**config.mk**
```make
export PLATFORM = sky130hd
export DESIGN_NAME = focr_top
export DESIGN_NICKNAME = d
export VERILOG_FILES = /design/src/focr_pkg.sv /design/src/focr_gain_if.sv /design/src/focr_gain_sel.sv /design/src/focr_top.sv
export SDC_FILE = /design/constraint.sdc
export NUM_CORES = 1
export LEC_CHECK = 0
export ABC_AREA = 0
export ABC_CLOCK_PERIOD_IN_PS = 2600
export BUFFER_PORTS_ARGS = -buffer_cell sky130_fd_sc_hd__buf_2
export CORE_UTILIZATION = 46
export CTS_CLUSTER_DIAMETER = 50
export CTS_CLUSTER_SIZE = 30
export DETAILED_ROUTE_END_ITERATION = 8
export PLACE_DENSITY = 0.88
export SLEW_MARGIN = 15
export SYNTH_ARGS = -nofsm -noshare
export SYNTH_HDL_FRONTEND = slang
export SYNTH_SLANG_ARGS = --single-unit
export TNS_END_PERCENT = 10
```
**constraint.sdc**
```tcl
create_clock -name clk -period 2.6 [get_ports clk]
set_input_delay 0.13 -clock clk [delete_from_list [all_inputs] [get_ports clk]]
set_output_delay 0.13 -clock clk [all_outputs]
set_load 0.02 [all_outputs]
```
**src/focr_pkg.sv**
```systemverilog
package focr_pkg;
  // ==========================================================
  // Register map, byte addresses on the word bus
  localparam logic [7:0] FOCR_FOC_IDX = 8'h19;
  localparam logic [7:0] FOCR_CLK_IDX = 8'h1A;
  localparam logic [9:0] FOCR_FOC_ADDR = {FOCR_FOC_IDX, 2'b00};
  localparam logic [9:0] FOCR_CLK_ADDR = {FOCR_CLK_IDX, 2'b00};
  localparam logic [9:0] FOCR_STAT_ADDR = 10'h070;
  // ==========================================================
  // Field positions
  localparam int FOCR_GATE_BIT = 5;
  localparam int FOCR_FPRE_LSB = 3;
  localparam int FOCR_FPOST_BIT = 2;
  localparam int FOCR_FLIM_LSB = 0;
  localparam int FOCR_KI_LSB = 6;
  localparam int FOCR_KP_LSB = 4;
  localparam int FOCR_KIPOST_BIT = 3;
  // ==========================================================
  // Reset values and write masks
  localparam logic [7:0] FOCR_FOC_RST = 8'h36;
  localparam logic [7:0] FOCR_CLK_RST = 8'h68;
  localparam logic [7:0] FOCR_FOC_MASK = 8'h3F;
  localparam logic [7:0] FOCR_CLK_MASK = 8'hF8;
  // Gain code: multiple of base in halves (1 = K/2, 2 = K ... 8 = 4K)
  localparam logic [3:0] FOCR_GAIN_HALF = 4'h1;
endpackage : focr_pkg

```
**src/focr_gain_if.sv**
```systemverilog
`timescale 1ns/100ps
// Loop phase carrier between the top and the gain selector
interface focr_gain_if;
  logic post_sync;
  logic frozen;
  modport ctrl (output post_sync, output frozen);
  modport sel (input post_sync, input frozen);
endinterface : focr_gain_if

```
**src/focr_gain_sel.sv**
```systemverilog
`timescale 1ns/100ps
module focr_gain_sel
  import focr_pkg::*;
(
  input wire logic [7:0] foc_cfg,
  input wire logic [7:0] clk_cfg,
  focr_gain_if.sel ph,
  output logic [3:0] freq_gain,
  output logic [3:0] ki_gain,
  output logic [3:0] kp_gain,
  output logic [1:0] sat_code,
  output logic loops_run
);
  // Two-bit field to gain in halves of the base
  function automatic logic [3:0] focr_mult(input logic [1:0] f);
    return {1'b0, f, 1'b0} + 4'h2;
  endfunction : focr_mult

  // Gain choice by loop phase
  always_comb begin
    freq_gain = focr_mult(foc_cfg[FOCR_FPRE_LSB +: 2]);
    if (ph.post_sync && foc_cfg[FOCR_FPOST_BIT]) begin
      freq_gain = FOCR_GAIN_HALF;
    end
    ki_gain = focr_mult(clk_cfg[FOCR_KI_LSB +: 2]);
    if (ph.post_sync && clk_cfg[FOCR_KIPOST_BIT]) begin
      ki_gain = FOCR_GAIN_HALF;
    end
    kp_gain = focr_mult(clk_cfg[FOCR_KP_LSB +: 2]);
    sat_code = foc_cfg[FOCR_FLIM_LSB +: 2];
    loops_run = !ph.frozen;
  end
endmodule : focr_gain_sel

```
**src/focr_top.sv**
```systemverilog
// Chosen here: register access over Avalon-MM.
`timescale 1ns/100ps
module focr_top
  import focr_pkg::*;
(
  input wire logic clk,
  input wire logic rst_n,
  input wire logic [9:0] avs_address,
  input wire logic avs_read,
  input wire logic avs_write,
  input wire logic [31:0] avs_writedata,
  output logic [31:0] avs_readdata,
  output logic avs_waitrequest,
  input wire logic carrier_sense,
  input wire logic sync_detect,
  input wire logic rx_start,
  output logic [3:0] freq_gain_r,
  output logic [3:0] ki_gain_r,
  output logic [3:0] kp_gain_r,
  output logic [1:0] sat_code_r,
  output logic loops_run_r
);
  // ==========================================================
  // Register bus: one wait cycle, answer on the second edge
  logic [7:0] foc_r, foc_nxt, clk_r, clk_nxt;
  logic ack_r, ack_nxt;
  logic [31:0] rd_nxt;
  logic post_r, post_nxt, frz_r, frz_nxt;
  logic [3:0] fg, kig, kpg;
  logic [1:0] sc;
  logic run;
  focr_gain_if ph ();

  // Bus decode; a write is taken when ack_r is high, read data is loaded while it is low
  always_comb begin
    foc_nxt = foc_r;
    clk_nxt = clk_r;
    ack_nxt = (avs_read || avs_write) && !ack_r;
    rd_nxt = avs_readdata;
    if (ack_r && avs_write) begin
      if (avs_address == FOCR_FOC_ADDR) foc_nxt = avs_writedata[7:0] & FOCR_FOC_MASK;
      if (avs_address == FOCR_CLK_ADDR) clk_nxt = avs_writedata[7:0] & FOCR_CLK_MASK;
    end
    if (!ack_r && avs_read) begin
      unique case (avs_address)
        FOCR_FOC_ADDR: rd_nxt = {24'h000000, foc_r};
        FOCR_CLK_ADDR: rd_nxt = {24'h000000, clk_r};
        FOCR_STAT_ADDR: rd_nxt = {29'h0000000, loops_run_r, frz_r, post_r};
        default: rd_nxt = 32'h00000000;
      endcase
    end
  end

  // ==========================================================
  // Loop phase tracking
  always_comb begin
    post_nxt = post_r;
    frz_nxt = frz_r;
    // sync flips to post, new reception returns
    if (rx_start) begin
      post_nxt = 1'b0;
      frz_nxt = foc_r[FOCR_GATE_BIT];
    end else if (sync_detect) begin
      post_nxt = 1'b1;
    end
    // carrier releases freeze; clearing gate bit too
    if (carrier_sense || !foc_r[FOCR_GATE_BIT]) frz_nxt = 1'b0;
  end

  assign ph.post_sync = post_nxt;
  assign ph.frozen = frz_nxt;

  focr_gain_sel u_sel (
    .foc_cfg(foc_r),
    .clk_cfg(clk_r),
    .ph(ph),
    .freq_gain(fg),
    .ki_gain(kig),
    .kp_gain(kpg),
    .sat_code(sc),
    .loops_run(run)
  );

  // ==========================================================
  // Bus registers; reset leaves the documented field defaults
  always_ff @(posedge clk or negedge rst_n) begin
    if (!rst_n) begin
      foc_r <= FOCR_FOC_RST;
      clk_r <= FOCR_CLK_RST;
      ack_r <= 1'b0;
      avs_readdata <= 32'h00000000;
    end else begin
      foc_r <= foc_nxt;
      clk_r <= clk_nxt;
      ack_r <= ack_nxt;
      avs_readdata <= rd_nxt;
    end
  end

  // Phase and gain registers; gains registered so outputs come from flops
  always_ff @(posedge clk or negedge rst_n) begin
    if (!rst_n) begin
      post_r <= 1'b0;
      frz_r <= 1'b1;
      freq_gain_r <= 4'h6;
      ki_gain_r <= 4'h4;
      kp_gain_r <= 4'h6;
      sat_code_r <= 2'h2;
      loops_run_r <= 1'b0;
    end else begin
      post_r <= post_nxt;
      frz_r <= frz_nxt;
      freq_gain_r <= fg;
      ki_gain_r <= kig;
      kp_gain_r <= kpg;
      sat_code_r <= sc;
      loops_run_r <= run;
    end
  end

  assign avs_waitrequest = !ack_r;
endmodule : focr_top

```
==> results.toml <==
[status]
outcome = "completed"

[logic_synthesis]
synth_seq_cells = 36
syn_inst = 134
netlist-cell-type-count = 25
synth_top_area_cell = "dfrtp_1"
synth-seq-area-share_pct = 56.5
synthTopCellsByArea = "dfrtp_1, dfstp_2, buf_4"
avgSynthCellArea_um2 = 12.1
yosys_warnings = 0
synthesis.area_um2 = 1630
synth_top_area_share_pct = 33.8

[floorplanning]
start_util_pct = 48.4
rows = 21
die_y_um = 61.5
dieWidth_um = 61.5
core_area_um2 = 3360
die-area_um2 = 3780
io_pins = 97

[layout]
nets = 239
num_antenna_cells = 0
synthToLayoutAreaGrowth_pct = 17.5
drive_above_1_share_pct = 43.6

[detailed_routing]
vias_per_cell = 4.49
wl_per_cell_um = 11.8
drt-initial-drc-count = 26
firstDrtPassIters = 4
antenna_left = 0
vias = 1051
drc_errors = 0
wl_um = 2770

[power_and_ir_drop]
seq_power_share_pct = 54.3
p_sw_share_pct = 24.3
p_int_uw = 797
p_comb_share_pct = 9.5
p_sw_uw = 256
clock_power_share_pct = 36.2
worst_ir_drop_vdd_uv = 262
leakagePower_nw = 1.00
power.density_nw_per_um2 = 551

[clock_tree]
htreeDepth = 2
cts.sinks = 36
insertion_delay_ns = 0.34
post_cts_buffers = 0
cts_buffer_depth = 2
cts_buffers = 5
path_clk_slew_ns = 0.11
root_buffer = "clkbuf_4"
cts_tree = "done"

[grt]
grt-busiest-layer = "met2"
grt_use_met3_pct = 5.67
grt_pass1_vias = 964
grtUsageTotal_pct = 16.4
antenna_found_initial = 0
grt_pass1_wl_um = 4320
grt_max_degree = 37
grt-ovfl-total = 0
use_met1_pct = 20.2
gr-usage-met2_pct = 26.6

[sta]
period_minus_slack_ns = 1.34
rsz0062_at_grt = "false"
hold_viol_final = 0
drv_slew = 0
finalCritPeriodShare_pct = 51.5
timing.fmax_mhz = 746
slew_headroom_pct = 48.8
fin_skew_ns = 0.00929
setup_ws_ns = 1.26
fin_setup_tns_ns = 0
tightest_slew_ns = 0.768
setup_viol = 0

[worst_setup_path]
cp.required_ns = 2.83
crit_path_cell_trace = "and3b_1 > nand4_1 > mux2_2"
crit_slowest_cell = "dfrtp_1"
rrSetupSlack_ns = 1.26
end_kind = "register"
crit_type = "register to register"
worstSetupStartpointType = "register"
crit_fanout = 5
crit_path_max_incr_delay_ns = 0.39
arrival_ns = 1.57

[place]
portBuffers = 47
hpwl_um = 2110
place.gp.congestion = 0.865
place_worst_setup_slack_ns = 1.07

[worst_hold_path]
hold_path_class = "primary input to register"

[flow_run]
drv_cap = 0
[metal layers]
layer	share of wire, %	wire length (um)
met1	44	1220
met2	48	1340
met3	6.3	174
met4	1.5	42
met5	0	0
[flip-flops by register name, summed over array words and instances (netlist names)]
register / flops
ack_r: 1
avs_readdata: 8
clk_r: 5
foc_r: 6
freq_gain_r: 4
frz_r: 1
ki_gain_r: 4
kp_gain_r: 3
loops_run_r: 1
post_r: 1
sat_code_r: 2
[final timing paths]
check,startpoint,endpoint,depth (start not counted)
max in group asynchronous,rst_n,sat_code_r[0],2
setup reg to reg,ack_r,clk_r[4],3
hold reg to reg,foc_r[1],sat_code_r[1],0
setup / recovery,ack_r,clk_r[4],3
hold / removal,avs_writedata[2],foc_r[2],2
min in group asynchronous,rst_n,avs_readdata[3],2
[cells in the final DEF, fill, tap and decap left out, types with 2 or more instances in the layout]
cell type	instances
nor2_1	2
o31ai_1	6
dfstp_2	14
buf_2	47
dlygate4sd3_1	2
nor2b_1	4
nand2_1	12
nor4b_1	2
mux2_2	11
conb_1	25
a22oi_1	6
and2_1	4
dfrtp_1	22
o21ai_0	2
clkbuf_4	5
a21oi_1	2
inv_1	6
nand4_1	3
ha_1	3
[cells by family (layout without fill, tap and decap cells)]
family,Yosys count,in the layout,synth area share [%]
DFF,36,36,56.5
other,1,25,0.231
muxes,11,11,7.62
and+or+nand+nor,32,32,12.2
adders and majority gates,3,3,2.31
buffers and inverters,33,63,13.4
AOI/OAI and AO/OA,18,18,7.85
[worst max-delay path, delay by kind of cell (launching register included)]
kind | cells | cell delay (ns)
muxes | 1 | 0.37
DFF | 1 | 0.39
and+or+nand+nor | 2 | 0.48
[synthesized netlist by cell type]
| master | number |
|---|---|
| buf_4 | 25 |
| a21oi_1 | 2 |
| and2_1 | 4 |
| nand4_1 | 3 |
| nor2_1 | 2 |
| nand2_1 | 12 |
| o21ba_2 | 1 |
| ha_1 | 3 |
| conb_1 | 1 |
| and3b_1 | 1 |
| dfrtp_1 | 22 |
| nand2b_1 | 1 |
| nor4b_1 | 2 |
| mux2_2 | 11 |
| a22oi_1 | 6 |
| o21ai_0 | 2 |
| dfstp_2 | 14 |
| inv_1 | 6 |
| nor2b_1 | 4 |
| o211ai_1 | 1 |
| nor4b_4 | 1 |
| nor3b_1 | 1 |
| o31ai_1 | 6 |
| nand4_2 | 1 |
| clkbuf_1 | 2 |
[through the flow]
step                      util (%)  cells  area (um2)  power, mW  hold slack [ns]
after CTS                     56.5    233        1900       1.06          0.00574
after detailed placement      53.9    224        1810      0.680            0.246
after global routing          56.8    234        1910       1.10          0.00951
after global placement        53.9    224        1810      0.678            0.229
after floorplan                  -    158        1720      0.668           -0.166
final                         56.8    234        1910       1.05           0.0218
[layout make-up]
type,count,area (um2)
fill,325,1450
sequential,36,918
multi-input combinational,89,581
timing repair buffer,49,255
tap,46,57.6
clock buffer,6,41.3
clock inverter,2,35.0
inverter,6,22.5
[repair_timing]
| action | in CTS | in global routing |
|---|---|---|
| gates resized for setup | 0 | 0 |
| endpoints found under the hold margin | 22 | 1 |
| hold buffers | 1 | 1 |
[power groups by stage]
stage / combinational [mW] / clock (mW) / sequential (mW)
floorplan: 0.0854 / 0 / 0.583
global placement: 0.0963 / 0 / 0.582
detailed placement: 0.0981 / 0 / 0.582
CTS: 0.0996 / 0.389 / 0.572
global route: 0.111 / 0.415 / 0.573
finish: 0.100 / 0.381 / 0.572
Note: power is estimated with default switching activity, not from simulation.
